--- src/pic_pkg.sv ---
// Package of constants, register map and types for the interrupt controller
package pic_pkg;

    // Source counts
    localparam int NUM_EXT = 8;
    localparam int NUM_PERIPH = 28;
    localparam int NUM_SRC = 36;
    localparam int NUM_PRIO = 9;
    localparam int NUM_EVT = 11;

    // Register word indices; byte address is four times the index
    localparam logic [29:0] IDX_INTCTL = 30'h0ff0520;
    localparam logic [29:0] IDX_PRIO_A = 30'h0ff0529;
    localparam logic [29:0] IDX_PRIO_I = 30'h0ff0531;
    localparam logic [29:0] IDX_SENSE = 30'h0ff0540;
    localparam logic [29:0] IDX_DTC_EN = 30'h0ff0541;
    localparam logic [29:0] IDX_STATUS = 30'h0ff0542;
    localparam logic [29:0] IDX_MASK = 30'h0ff0543;

    // Control register fields
    localparam int MODE_LSB = 4;
    localparam int NONMASKABLE_EDGE_BIT = 3;
    localparam int TRIG_B_EDGE_BIT = 2;
    localparam int TRIG_A_EDGE_BIT = 1;
    localparam logic [7:0] INTCTL_RW_MASK = 8'h3e;
    localparam logic [1:0] MODE_0 = 2'h0;
    localparam logic [1:0] MODE_2 = 2'h2;

    // Reset values
    localparam logic [7:0] INTCTL_RST = 8'h00;
    localparam logic [7:0] PRIO_RST = 8'hff;
    localparam logic [15:0] SENSE_RST = 16'h0000;
    localparam logic [7:0] DTC_EN_RST = 8'h00;
    localparam logic [10:0] EVT_RST = 11'h000;

    // Per-input sense codes
    localparam logic [1:0] SENSE_FALL = 2'h0;
    localparam logic [1:0] SENSE_RISE = 2'h1;

    // Event bit positions in status and mask
    localparam int EVT_NMI = 0;
    localparam int EVT_IRQ_LSB = 1;
    localparam int EVT_TRIG_A = 9;
    localparam int EVT_TRIG_B = 10;

    // Vector numbers
    localparam logic [7:0] VEC_NMI = 8'h07;
    localparam logic [7:0] VEC_FLASH = 8'h0e;
    localparam logic [7:0] VEC_SRC_BASE = 8'h40;

    // Bus responses
    localparam logic [1:0] RESP_OKAY = 2'h0;
    localparam logic [1:0] RESP_SLVERR = 2'h2;

    typedef enum logic [2:0] {
        REG_NONE, REG_INTCTL, REG_PRIO, REG_SENSE, REG_DTC, REG_STATUS,
        REG_MASK
    } pic_reg_t;

    function automatic pic_reg_t pic_decode(input logic [29:0] idx);
        if (idx == IDX_INTCTL) return REG_INTCTL;
        if (idx >= IDX_PRIO_A && idx <= IDX_PRIO_I) return REG_PRIO;
        if (idx == IDX_SENSE) return REG_SENSE;
        if (idx == IDX_DTC_EN) return REG_DTC;
        if (idx == IDX_STATUS) return REG_STATUS;
        if (idx == IDX_MASK) return REG_MASK;
        return REG_NONE;
    endfunction

endpackage

--- src/pic_ctrl.sv ---
// Priority interrupt controller top with AXI4-Lite register slave
// Overview of operation
// RQ1: Mode field 00 gates by single mask bit
// RQ2: Mode field 10 uses mask level and priorities
// RQ3: Software sets one of four levels per module
// RQ4: Nonmaskable and flash requests always accepted, top
// RQ5: Each source gets its own vector address
// RQ6: Nonmaskable edge select: 0 falling, 1 rising
// RQ7: Each external input: falling, rising or both
// RQ8: Requests may start data transfer controller instead
// RQ9: Control bit 2 picks trigger B edge
// RQ10: Control bit 1 picks trigger A edge
// RQ11: Unused control bits read zero, written zero
// RQ12: Nine priority registers, fields reset to ones
// RQ13: Field value is the level, 00 lowest
// RQ14: Mode 2 forwards only levels above mask
//
// Added by the designer: register access over AXI4-Lite.
module pic_ctrl
    import pic_pkg::*;
(
    // Clock and reset
    input wire logic aclk,
    input wire logic aresetn,
    // AXI4-Lite write address and data
    input wire logic [31:0] awaddr,
    input wire logic awvalid,
    output logic awready,
    input wire logic [31:0] wdata,
    input wire logic [3:0] wstrb,
    input wire logic wvalid,
    output logic wready,
    // AXI4-Lite write response
    output logic [1:0] bresp,
    output logic bvalid,
    input wire logic bready,
    // AXI4-Lite read
    input wire logic [31:0] araddr,
    input wire logic arvalid,
    output logic arready,
    output logic [31:0] rdata,
    output logic [1:0] rresp,
    output logic rvalid,
    input wire logic rready,
    // External and internal request inputs
    input wire logic nmi_in,
    input wire logic [NUM_EXT-1:0] ext_maskable_inputs,
    input wire logic flash_req,
    input wire logic [NUM_PERIPH-1:0] periph_req,
    // Converter trigger inputs
    input wire logic conv_trigger_a_input,
    input wire logic conv_trigger_b_input,
    // CPU mask state
    input wire logic cpu_mask_bit,
    input wire logic cpu_mask_level_hi,
    input wire logic cpu_mask_level_lo,
    // CPU request and acknowledge
    output logic cpu_req,
    output logic [15:0] cpu_vec_addr,
    input wire logic cpu_ack,
    // Data transfer controller request and acknowledge
    output logic dtc_req,
    output logic [7:0] dtc_vec_num,
    input wire logic dtc_ack,
    // Converter start strobes and summary interrupt
    output logic conv_start_a,
    output logic conv_start_b,
    output logic irq_out
);

    logic awready_ff, wready_ff, aw_held_ff, w_held_ff, bvalid_ff;
    logic arready_ff, rvalid_ff;
    logic [29:0] awidx_ff;
    logic [31:0] wdata_ff;
    logic [3:0] wstrb_ff;
    logic [1:0] bresp_ff, rresp_ff;
    logic [31:0] rdata_ff;
    logic [7:0] intctl_ff;
    logic [7:0] prio_ff [NUM_PRIO];
    logic [15:0] sense_ff;
    logic [7:0] dtc_en_ff;
    logic [NUM_EVT-1:0] status_ff, mask_ff;
    logic irq_out_ff;
    logic nmi_pend_ff;
    logic [NUM_EXT-1:0] irq_pend_ff;
    logic cpu_req_ff, dtc_req_ff;
    logic [7:0] cpu_vec_ff, dtc_vec_ff;
    logic [NUM_EXT:0] cpu_clr_ff, dtc_clr_ff;
    logic conv_start_a_ff, conv_start_b_ff;

    logic wr_fire;
    pic_reg_t wr_reg, rd_reg;
    logic [3:0] wr_slot, rd_slot;
    logic [31:0] wr_val, rd_val;
    logic nmi_pulse, trig_a_pulse, trig_b_pulse;
    logic [NUM_EXT-1:0] irq_pulse;
    logic [NUM_EVT-1:0] evt;
    logic [NUM_EXT:0] ack_clr;
    logic [NUM_EXT-1:0] irq_live;
    logic [NUM_SRC-1:0] cpu_pend;
    logic [1:0] src_lvl [NUM_SRC];
    logic [1:0] mask_lvl;
    logic mode2;
    logic best_valid;
    logic [1:0] best_lvl;
    logic [5:0] best_src;
    logic dtc_valid;
    logic [2:0] dtc_src;

    // Byte strobes merge new data over the old word
    function automatic logic [31:0] merge(input logic [31:0] old_v,
                                         input logic [31:0] new_v,
                                         input logic [3:0] strb);
        logic [31:0] res;
        res = old_v;
        for (int b = 0; b < 4; b++) begin
            if (strb[b]) res[8*b +: 8] = new_v[8*b +: 8];
        end
        return res;
    endfunction

    // ---------------- Bus slave ----------------
    assign wr_fire = aw_held_ff & w_held_ff & ~bvalid_ff;
    assign wr_reg = pic_decode(awidx_ff);
    assign wr_slot = 4'(awidx_ff - IDX_PRIO_A);
    assign rd_reg = pic_decode(araddr[31:2]);
    assign rd_slot = 4'(araddr[31:2] - IDX_PRIO_A);

    always_ff @(posedge aclk) begin
        if (!aresetn) begin
            awready_ff <= 1'b1;
            aw_held_ff <= 1'b0;
            awidx_ff <= '0;
        end else if (awvalid && awready_ff) begin
            awready_ff <= 1'b0;
            aw_held_ff <= 1'b1;
            awidx_ff <= awaddr[31:2];
        end else if (wr_fire) begin
            awready_ff <= 1'b1;
            aw_held_ff <= 1'b0;
        end
    end

    always_ff @(posedge aclk) begin
        if (!aresetn) begin
            wready_ff <= 1'b1;
            w_held_ff <= 1'b0;
            wdata_ff <= '0;
            wstrb_ff <= '0;
        end else if (wvalid && wready_ff) begin
            wready_ff <= 1'b0;
            w_held_ff <= 1'b1;
            wdata_ff <= wdata;
            wstrb_ff <= wstrb;
        end else if (wr_fire) begin
            wready_ff <= 1'b1;
            w_held_ff <= 1'b0;
        end
    end

    always_ff @(posedge aclk) begin
        if (!aresetn) begin
            bvalid_ff <= 1'b0;
            bresp_ff <= RESP_OKAY;
        end else if (wr_fire) begin
            bvalid_ff <= 1'b1;
            bresp_ff <= (wr_reg == REG_NONE) ? RESP_SLVERR : RESP_OKAY;
        end else if (bready) begin
            bvalid_ff <= 1'b0;
        end
    end

    // Reserved bits always read as zero
    always_comb begin
        rd_val = '0;
        unique case (rd_reg)
            REG_INTCTL: rd_val[7:0] = intctl_ff & INTCTL_RW_MASK; // [RQ11]
            REG_PRIO: rd_val[7:0] = prio_ff[rd_slot];
            REG_SENSE: rd_val[15:0] = sense_ff;
            REG_DTC: rd_val[7:0] = dtc_en_ff;
            REG_STATUS: rd_val[NUM_EVT-1:0] = status_ff;
            REG_MASK: rd_val[NUM_EVT-1:0] = mask_ff;
            REG_NONE: rd_val = '0;
        endcase
    end

    always_ff @(posedge aclk) begin
        if (!aresetn) begin
            arready_ff <= 1'b1;
            rvalid_ff <= 1'b0;
            rdata_ff <= '0;
            rresp_ff <= RESP_OKAY;
        end else if (arvalid && arready_ff) begin
            arready_ff <= 1'b0;
            rvalid_ff <= 1'b1;
            rdata_ff <= rd_val;
            rresp_ff <= (rd_reg == REG_NONE) ? RESP_SLVERR : RESP_OKAY;
        end else if (rvalid_ff && rready) begin
            arready_ff <= 1'b1;
            rvalid_ff <= 1'b0;
        end
    end

    // ---------------- Registers ----------------
    assign wr_val = merge(32'h0, wdata_ff, wstrb_ff);

    // Prohibited mode codes are stored but behave as mode 0
    always_ff @(posedge aclk) begin
        if (!aresetn) begin
            intctl_ff <= INTCTL_RST;
        end else if (wr_fire && wr_reg == REG_INTCTL && wstrb_ff[0]) begin
            intctl_ff <= wdata_ff[7:0] & INTCTL_RW_MASK; // [RQ11] [RQ1]
        end
    end

    always_ff @(posedge aclk) begin
        if (!aresetn) begin
            for (int r = 0; r < NUM_PRIO; r++) prio_ff[r] <= PRIO_RST; // [RQ12]
        end else if (wr_fire && wr_reg == REG_PRIO && wstrb_ff[0]) begin
            prio_ff[wr_slot] <= wdata_ff[7:0]; // [RQ3] [RQ12]
        end
    end

    always_ff @(posedge aclk) begin
        if (!aresetn) begin
            sense_ff <= SENSE_RST;
            dtc_en_ff <= DTC_EN_RST;
            mask_ff <= EVT_RST;
        end else if (wr_fire) begin
            if (wr_reg == REG_SENSE) sense_ff <= 16'(merge(32'(sense_ff),
                                                    wdata_ff, wstrb_ff));
            if (wr_reg == REG_DTC && wstrb_ff[0]) dtc_en_ff <= wdata_ff[7:0];
            if (wr_reg == REG_MASK) mask_ff <= NUM_EVT'(merge(32'(mask_ff),
                                                 wdata_ff, wstrb_ff));
        end
    end

    // ---------------- Edge detection ----------------
    pic_edge_det u_nmi_edge (
        .aclk(aclk),
        .aresetn(aresetn),
        .sig(nmi_in),
        .rise_en(intctl_ff[NONMASKABLE_EDGE_BIT]), // [RQ6]
        .fall_en(~intctl_ff[NONMASKABLE_EDGE_BIT]), // [RQ6]
        .pulse(nmi_pulse)
    );

    pic_edge_det u_trig_a_edge (
        .aclk(aclk),
        .aresetn(aresetn),
        .sig(conv_trigger_a_input),
        .rise_en(intctl_ff[TRIG_A_EDGE_BIT]), // [RQ10]
        .fall_en(~intctl_ff[TRIG_A_EDGE_BIT]), // [RQ10]
        .pulse(trig_a_pulse)
    );

    pic_edge_det u_trig_b_edge (
        .aclk(aclk),
        .aresetn(aresetn),
        .sig(conv_trigger_b_input),
        .rise_en(intctl_ff[TRIG_B_EDGE_BIT]), // [RQ9]
        .fall_en(~intctl_ff[TRIG_B_EDGE_BIT]), // [RQ9]
        .pulse(trig_b_pulse)
    );

    // Sense code 00 falling, 01 rising, 10 or 11 both edges
    for (genvar k = 0; k < NUM_EXT; k++) begin : g_ext
        pic_edge_det u_irq_edge (
            .aclk(aclk),
            .aresetn(aresetn),
            .sig(ext_maskable_inputs[k]),
            .rise_en(sense_ff[2*k +: 2] != SENSE_FALL), // [RQ7]
            .fall_en(sense_ff[2*k +: 2] != SENSE_RISE), // [RQ7]
            .pulse(irq_pulse[k])
        );
    end

    always_ff @(posedge aclk) begin
        if (!aresetn) begin
            conv_start_a_ff <= 1'b0;
            conv_start_b_ff <= 1'b0;
        end else begin
            conv_start_a_ff <= trig_a_pulse; // [RQ10]
            conv_start_b_ff <= trig_b_pulse; // [RQ9]
        end
    end

    // ---------------- Status and summary interrupt ----------------
    assign evt = {trig_b_pulse, trig_a_pulse, irq_pulse, nmi_pulse};

    // A new event in the clearing cycle survives the write of one
    always_ff @(posedge aclk) begin
        if (!aresetn) begin
            status_ff <= EVT_RST;
        end else if (wr_fire && wr_reg == REG_STATUS) begin
            status_ff <= (status_ff & ~wr_val[NUM_EVT-1:0]) | evt;
        end else begin
            status_ff <= status_ff | evt;
        end
    end

    always_ff @(posedge aclk) begin
        if (!aresetn) irq_out_ff <= 1'b0;
        else irq_out_ff <= |(status_ff & mask_ff);
    end

    // ---------------- Pending requests ----------------
    assign ack_clr = (cpu_ack ? cpu_clr_ff : '0) | (dtc_ack ? dtc_clr_ff : '0);

    always_ff @(posedge aclk) begin
        if (!aresetn) begin
            nmi_pend_ff <= 1'b0;
            irq_pend_ff <= '0;
        end else begin
            nmi_pend_ff <= (nmi_pend_ff & ~ack_clr[0]) | nmi_pulse; // [RQ6]
            irq_pend_ff <= (irq_pend_ff & ~ack_clr[NUM_EXT:1]) |
                           irq_pulse; // [RQ7]
        end
    end

    // ---------------- Arbitration ----------------
    assign irq_live = irq_pend_ff & ~ack_clr[NUM_EXT:1];
    assign cpu_pend = {periph_req, irq_live & ~dtc_en_ff}; // [RQ8]
    assign mask_lvl = {cpu_mask_level_hi, cpu_mask_level_lo};
    assign mode2 = intctl_ff[MODE_LSB +: 2] == MODE_2; // [RQ1] [RQ2]

    // Source s uses field s mod 4 of priority register s div 4
    for (genvar s = 0; s < NUM_SRC; s++) begin : g_lvl
        assign src_lvl[s] = prio_ff[s/4][7-2*(s%4) -: 2]; // [RQ13] [RQ3]
    end

    // Highest level wins; ties go to the lowest source index
    always_comb begin
        best_valid = 1'b0;
        best_lvl = '0;
        best_src = '0;
        for (int s = 0; s < NUM_SRC; s++) begin
            if (cpu_pend[s] &&
                (mode2 ? (src_lvl[s] > mask_lvl) : !cpu_mask_bit) && // [RQ14]
                (!best_valid || src_lvl[s] > best_lvl)) begin
                best_valid = 1'b1;
                best_lvl = src_lvl[s];
                best_src = 6'(s);
            end
        end
    end

    // Transfer requests bypass the CPU mask; lowest index first
    always_comb begin
        dtc_valid = 1'b0;
        dtc_src = '0;
        for (int k = NUM_EXT - 1; k >= 0; k--) begin
            if (irq_live[k] && dtc_en_ff[k]) begin
                dtc_valid = 1'b1;
                dtc_src = 3'(k);
            end
        end
    end

    always_ff @(posedge aclk) begin
        if (!aresetn) begin
            cpu_req_ff <= 1'b0;
            cpu_vec_ff <= '0;
            cpu_clr_ff <= '0;
        end else if (nmi_pend_ff && !ack_clr[0]) begin
            cpu_req_ff <= 1'b1; // [RQ4]
            cpu_vec_ff <= VEC_NMI;
            cpu_clr_ff <= 9'h001;
        end else if (flash_req) begin
            cpu_req_ff <= 1'b1; // [RQ4]
            cpu_vec_ff <= VEC_FLASH;
            cpu_clr_ff <= '0;
        end else if (best_valid) begin
            cpu_req_ff <= 1'b1; // [RQ2] [RQ14]
            cpu_vec_ff <= VEC_SRC_BASE + 8'(best_src); // [RQ5]
            cpu_clr_ff <= (best_src < 6'(NUM_EXT)) ?
                          9'(9'h002 << best_src) : '0;
        end else begin
            cpu_req_ff <= 1'b0;
            cpu_vec_ff <= '0;
            cpu_clr_ff <= '0;
        end
    end

    always_ff @(posedge aclk) begin
        if (!aresetn) begin
            dtc_req_ff <= 1'b0;
            dtc_vec_ff <= '0;
            dtc_clr_ff <= '0;
        end else begin
            dtc_req_ff <= dtc_valid; // [RQ8]
            dtc_vec_ff <= dtc_valid ? VEC_SRC_BASE + 8'(dtc_src) : '0;
            dtc_clr_ff <= dtc_valid ? 9'(9'h002 << dtc_src) : '0;
        end
    end

    // ---------------- Outputs ----------------
    assign awready = awready_ff;
    assign wready = wready_ff;
    assign bvalid = bvalid_ff;
    assign bresp = bresp_ff;
    assign arready = arready_ff;
    assign rvalid = rvalid_ff;
    assign rdata = rdata_ff;
    assign rresp = rresp_ff;
    assign cpu_req = cpu_req_ff;
    assign cpu_vec_addr = {6'h00, cpu_vec_ff, 2'h0};
    assign dtc_req = dtc_req_ff;
    assign dtc_vec_num = dtc_vec_ff;
    assign conv_start_a = conv_start_a_ff;
    assign conv_start_b = conv_start_b_ff;
    assign irq_out = irq_out_ff;
endmodule

--- src/pic_edge_det.sv ---
// Selectable edge detector for one synchronous input
module pic_edge_det
    import pic_pkg::*;
(
    // Clock and reset
    input wire logic aclk,
    input wire logic aresetn,
    // Input and edge selection
    input wire logic sig,
    input wire logic rise_en,
    input wire logic fall_en,
    // Detected edge
    output logic pulse
);

    logic prev_ff;
    logic armed_ff;

    // Arming keeps the level present at reset release from faking an edge
    always_ff @(posedge aclk) begin
        if (!aresetn) begin
            prev_ff <= 1'b0;
            armed_ff <= 1'b0;
        end else begin
            prev_ff <= sig;
            armed_ff <= 1'b1;
        end
    end

    assign pulse = armed_ff & ((rise_en & sig & ~prev_ff) |
                               (fall_en & ~sig & prev_ff));

endmodule

--- config.mk ---
export PLATFORM = sky130hd
export DESIGN_NAME = pic_ctrl
export DESIGN_NICKNAME = d
export VERILOG_FILES = /design/src/pic_pkg.sv /design/src/pic_ctrl.sv /design/src/pic_edge_det.sv
export SDC_FILE = /design/constraint.sdc
export NUM_CORES = 1
export LEC_CHECK = 0
export ABC_AREA = 1
export BUFFER_PORTS_ARGS = -buffer_cell sky130_fd_sc_hd__buf_2
export CORE_ASPECT_RATIO = 0.7
export CORE_MARGIN = 5
export CORE_UTILIZATION = 40
export CTS_CLUSTER_DIAMETER = 200
export DETAILED_ROUTE_END_ITERATION = 10
export HOLD_SLACK_MARGIN = 0.05
export PLACE_DENSITY = 0.6
export SLEW_MARGIN = 20
export SYNTH_ARGS = -nofsm -noshare
export SYNTH_HDL_FRONTEND = slang
export SYNTH_SLANG_ARGS = --single-unit
--- constraint.sdc ---
create_clock -name aclk -period 43.1 [get_ports aclk]
set_input_delay 2.155 -clock aclk [delete_from_list [all_inputs] [get_ports aclk]]
set_output_delay 2.155 -clock aclk [all_outputs]
set_load 0.1 [all_outputs]
==> results of run 1 <==
[flip-flops by register name, indices dropped and copies added, names as in the netlist, 9 cells and up]
name and cells:
awidx_ff 30, cpu_clr_ff 9, mask_ff 11, prio_ff 128
rdata 16, sense_ff 16, status_ff 11, wdata_ff 16
[worst max-delay path by stage]
stage / startpoint / to / slack (ns) / cells past startpoint
2_1_floorplan: cpu_mask_level_hi / cpu_clr_ff[5]$_SDFF_PP0_ / 4.98 / 245
3_3_place_gp: cpu_mask_level_hi / cpu_clr_ff[5]$_SDFF_PP0_ / 1.86 / 246
3_5_place_dp: cpu_mask_level_hi / cpu_clr_ff[7]$_SDFF_PP0_ / 0.66 / 246
4_1_cts: cpu_mask_level_hi / cpu_clr_ff[2]$_SDFF_PP0_ / 1.17 / 246
5_1_grt: cpu_mask_level_hi / cpu_clr_ff[2]$_SDFF_PP0_ / 0.01 / 253
6_report: cpu_mask_level_hi / cpu_vec_ff[3]$_SDFF_PP0_ / 3.46 / 250
[kinds of logic after synthesis]
kind of cell / share of synthesized area, %
AND/OR/NAND/NOR: 25.6
AO/OA/AOI/OAI: 16.8
buffers and inverters: 9.91
other: 0.0200
adder cells (fa/ha/maj): 8.02
XOR/XNOR: 0.0936
flip-flops: 39.6
[power breakdown]
| part | internal [mW] | switching [mW] |
|---|---|---|
| combinational | 0.0665 | 0.146 |
| clock | 0.157 | 0.118 |
| sequential | 0.314 | 0.00785 |
| total | 0.538 | 0.272 |
[metal layers]
layer,vias up,GRT usage (%)
li1,8509,-
met1,8045,34.0
met2,634,31.9
met3,68,5.17
met4,0,3.37
met5,-,0
[metrics by stage]
step | hold slack [ns] | instances | setup slack [ns] | util [%]
after detailed placement | 0.453 | 3236 | 0.657 | 43.7
after global placement | 0.439 | 3236 | 1.86 | 43.7
after CTS | 0.463 | 3292 | 1.17 | 45.9
final | 0.462 | 3294 | 3.46 | 46.0
after global routing | 0.482 | 3293 | 0.0127 | 46.0
after floorplan | 0.430 | 2545 | 4.98 | -
[area by class of cell]
class                      count  area [um2]
fill                        4563       25000
multi-input combinational   1786        9820
sequential                   306        7410
inverter                     346        1300
timing repair buffer         186         985
clock buffer                  38         852
tap                          612         766
clock inverter                18         165
antenna                        2        5.00
[Yosys cell counts (3+ instances only)]
cell type    n
nand2_1    499
nor2_1     188
o221ai_1     6
nand4_1     23
ha_1       120
nor4_1       9
inv_2        7
o41ai_1      6
nor2_2       3
or2_2       14
o22ai_1     12
o21bai_1    26
a21oi_1    201
o21ai_2      3
o32a_2       3
nand2_2     69
o31ai_1      4
edfxtp_1   128
clkinv_1     5
a22oi_1     14
nand3_1     93
buf_4       31
dfxtp_1    178
nand2_4     31
o21ai_0    240
a211oi_1     5
clkbuf_1    68
o32ai_1      4
inv_1      332
a31oi_1     16
nand3_2     29
nor3_1      40
a221oi_1     8
[tightest hold or removal path, delay by kind of cell (launching register included)]
family          cells  cell delay, ns
compound gates      1            0.05
flops               1            0.31
simple gates        1            0.06
[repair_timing]
item | CTS | global route
endpoints found under the setup margin | 0 | 14
gates resized for setup | 0 | 31
buffers inserted | 0 | 0
hold buffers | 0 | 0
==> flow_metrics.tcl, run 1 <==
set metrics [dict create \
    max_clock_freq_mhz 25.2 \
    via_count 17256 \
    path_common_cell "nand2_2" \
    max_slew_margin_pct 34.6 \
    start_kind "primary input" \
    grtUsageTotal_pct 22.1 \
    cts_tree "built" \
    vias_per_cell 5.24 \
    met1Wirelength_mm 28.0 \
    period_needed_ns 39.64 \
    ir_worst_vdd_mv 0.0341 \
    crit_path_max_fanout 14 \
    dr_wl_met2_mm 24.1 \
    dpl_cell_area_mm2 0.0203 \
    syn_to_final_growth_pct 13.8 \
    synth_cells 2459 \
    outcome "finished clean" \
    ys_types 66 \
    hold_end "aw_held_ff$_SDFFE_PN0P_" \
    clock_latency_ns 0.58 \
    ant_nets 0 \
    first_pass_iters 6 \
    dp_hpwl_mm 44.3 \
    drt-initial-drc-count 1820 \
    initial_utilization_pct 40.4 \
    setup-tns-final_ns 0 \
    fin_nets 2928 \
    final_cell_mix "499 x nand2_1, 331 x inv_1, 212 x o21ai_0, 201 x a21oi_1, 187 x nor2_1" \
    finalCritPeriodShare_pct 92.0 \
    cts.sinks 306 \
    total_power_mw 0.810 \
    endpoint_kind "register" \
    postRouteWirelength_mm 58.8 \
    rows 66 \
    die_h_um 191 \
    crit_arrival_ns 40.14 \
    core-area_mm2 0.0463 \
    grt_pass1_vias 15908 \
    ys_seq_elements 306 \
    r2r-start "intctl_ff[5]$_SDFFE_PN0P_" \
    setup_viol 0 \
    cts_buffers 30 \
    clock-root-buffer "clkbuf_16" \
    die_w_um 269 \
    htree_num_levels 1 \
    synthFlopType "dfxtp_1" \
    min_delay_path_depth 2 \
    path_buf_inv 28 \
    clkTransAtPathRegs_ns 0.06 \
    synth_area_leaders "edfxtp_1 21%, dfxtp_1 19%, nand2_1 10%" \
    seq_area_frac_synth_pct 39.6 \
    port_buffers 168 \
    synth_edf_count 128 \
    cts.path.max_buffers 3 \
    grt_max_degree 86 \
    yosysWarnings 0 \
    p_leak_nw 10.1 \
    top_layer "met4" \
    async_flop_share_pct 0 \
    design_area_mm2 0.0213 \
    final_layout_size_suffix_gt1_share_pct 15.4 \
    slowest_stage "o32a_2" \
    synth_top_area_share_pct 20.5 \
    met3_length_mm 5.72 \
    place_congestion 0.928 \
    num_io_pins 222 \
    min_from "aw_held_ff$_SDFFE_PN0P_" \
    r2r_setup_slack_ns 4.61 \
    ff2ff_path_depth 247 \
    finalClockSkew_ns 0.0178 \
    grt_overflow 0 \
    die-area_mm2 0.0513 \
    r2r-end "cpu_vec_ff[3]$_SDFF_PP0_" \
    grt_antenna_before_repair 1 \
    rsz0062_at_grt "no" \
    layout_commonest_cell "nand2_1" \
    wl_per_cell_um 17.8 \
    hold_path.class "reg2reg" \
    yosysTopAreaCell "edfxtp_1" \
    max_cap_viol_count 0 \
    p_per_area_mw_per_mm2 38.0 \
    worstMarginPinSlew_ns 0.979 \
    report.final.slew_viol_count 0 \
    grt_pass1_wl_mm 89.4 \
    worstPathRequired_ns 43.60 \
    cp_top_family "simple AND/OR/NAND/NOR gates" \
    slowest_delay_ns 0.41 \
    syn-mean-instance-area_um2 7.61 \
    hold_viol_final 0 \
    syn_area_mm2 0.0187 \
    drc 0 \
    crit_type "in2reg" \
]
(Power assumes the default switching activity.)
==> run 2, diff against run 1 <==
--- a/config.mk
+++ b/config.mk
@@ -14,6 +14,7 @@
 export DETAILED_ROUTE_END_ITERATION = 10
 export HOLD_SLACK_MARGIN = 0.05
 export PLACE_DENSITY = 0.6
+export RECOVER_POWER = 100
 export SLEW_MARGIN = 20
 export SYNTH_ARGS = -nofsm -noshare
 export SYNTH_HDL_FRONTEND = slang
==> flow_metrics.tcl, run 2 (synthesized netlist as in run 1, its figures left out) <==
set metrics [dict create \
    endpoint_kind "register" \
    htree_num_levels 1 \
    die_h_um 191 \
    ir_worst_vdd_mv 0.0340 \
    total_power_mw 0.809 \
    port_buffers 168 \
    path_common_cell "nand2_2" \
    die-area_mm2 0.0513 \
    dp_slack_ns 0.657 \
    nFillCells 4584 \
    grt_max_degree 86 \
    p_leak_nw 9.92 \
    setup-tns-final_ns 0 \
    cts_hold_buf 0 \
    postRouteWirelength_mm 58.9 \
    place_congestion 0.928 \
    cts_buffers 30 \
    rsz0062_at_grt "no" \
    report.final.slew_viol_count 365 \
    top_register "prio_ff" \
    initial_utilization_pct 40.4 \
    clkTransAtPathRegs_ns 0.07 \
    vias_per_cell 5.24 \
    utilization_pct 45.8 \
    die_w_um 269 \
    period_needed_ns 39.65 \
    p_per_area_mw_per_mm2 38.1 \
    drt-initial-drc-count 1784 \
    syn_to_final_growth_pct 13.4 \
    crit_path_max_fanout 14 \
    slowest_delay_ns 0.41 \
    max_slew_margin_pct -118 \
    violations "max-capacitance violations, max-slew violations" \
    fin_ws_ns 3.45 \
    min_from "aw_held_ff$_SDFFE_PN0P_" \
    worstPathRequired_ns 43.57 \
    ff2ff_path_depth 248 \
    clock_latency_ns 0.58 \
    start_kind "primary input" \
    min_delay_path_depth 2 \
    cts.sinks 306 \
    wl_per_cell_um 17.9 \
    crit_start "cpu_mask_level_hi" \
    dp_hpwl_mm 44.3 \
    outcome "finished, violations left" \
    final_cell_mix "499 x nand2_1, 333 x inv_1, 214 x o21ai_0, 201 x a21oi_1, 187 x nor2_1" \
    final_layout_size_suffix_gt1_share_pct 13.5 \
    hold_viol_final 0 \
    crit_type "in2reg" \
    grt_overflow 0 \
    layout_commonest_cell "nand2_1" \
    max_clock_freq_mhz 25.2 \
    grt_pass1_vias 15908 \
    clock-root-buffer "clkbuf_16" \
    ant_nets 0 \
    grt_antenna_before_repair 1 \
    cts_tree "built" \
    core-area_mm2 0.0463 \
    slowest_stage "o32a_2" \
    first_pass_iters 5 \
    grtUsageTotal_pct 22.1 \
    finalClockSkew_ns 0.0197 \
    worstMarginPinSlew_ns 3.28 \
    largest_register_ffs 128 \
    r2r_setup_slack_ns 4.61 \
    crit_arrival_ns 40.12 \
    rows 66 \
    fin_nets 2928 \
    via_count 17269 \
    grt_pass1_wl_mm 89.4 \
    hold_path.class "reg2reg" \
    setup_viol 0 \
    finalCritPeriodShare_pct 92.0 \
    hold_ws_ns 0.463 \
    reg_top3 "prio_ff (128), awidx_ff (30)" \
    max_cap_viol_count 9 \
    num_io_pins 222 \
    drc 0 \
    r2r-start "intctl_ff[5]$_SDFFE_PN0P_" \
    cts.path.max_buffers 3 \
]
[run 2: what timing repair did]
action                                  CTS  global route
gates resized for setup                   0            31
endpoints found under the setup margin    0            14
setup buffers                             0             0
[run 2: layout make-up]
type | instances | area (um2) | area share, %
multi-input cells | 1786 | 9810 | 46.2
clock inverters | 18 | 165 | 0.778
inverters | 346 | 1300 | 6.14
clock buffers | 38 | 852 | 4.02
well taps | 612 | 766 | 3.61
diodes | 2 | 5.00 | 0.0236
repair buffers | 186 | 906 | 4.27
flip-flops and latches | 306 | 7410 | 34.9
[run 2: power by group]
| group | total (mW) | switching, mW | internal, mW |
|---|---|---|---|
| Combinational | 0.213 | 0.147 | 0.0663 |
| Clock | 0.275 | 0.118 | 0.157 |
| Sequential | 0.322 | 0.00791 | 0.314 |
[run 2: critical path, delay by kind of cell]
| kind | cells | cell delay, ns |
|---|---|---|
| simple gates | 123 | 13.79 |
| fa+ha+maj | 36 | 9.84 |
| compound gates | 64 | 12.21 |
| buf+inv | 28 | 2.09 |
[run 2: final timing paths]
path / to
max reg2reg: cpu_vec_ff[2]$_SDFF_PN0_
max: cpu_vec_ff[2]$_SDFF_PN0_
min reg2reg: aw_held_ff$_SDFFE_PN0P_
min: aw_held_ff$_SDFFE_PN0P_
[run 2: stage by stage]
| step | instances | cell area (um2) |
|---|---|---|
| 3_3_place_gp | 3236 | 20300 |
| 4_1_cts | 3292 | 21300 |
| 3_5_place_dp | 3236 | 20300 |
| 2_1_floorplan | 2545 | 19000 |
| 5_1_grt | 3293 | 21200 |
| 6_report | 3294 | 21200 |
[run 2: metal layers]
layer | vias up | global-route usage, % | part of all wire, %
li1 | 8499 | - | -
met1 | 8050 | 34.0 | 48
met2 | 653 | 31.9 | 41
met3 | 67 | 5.17 | 9.8
met4 | 0 | 3.37 | 1.6
met5 | - | 0 | 0
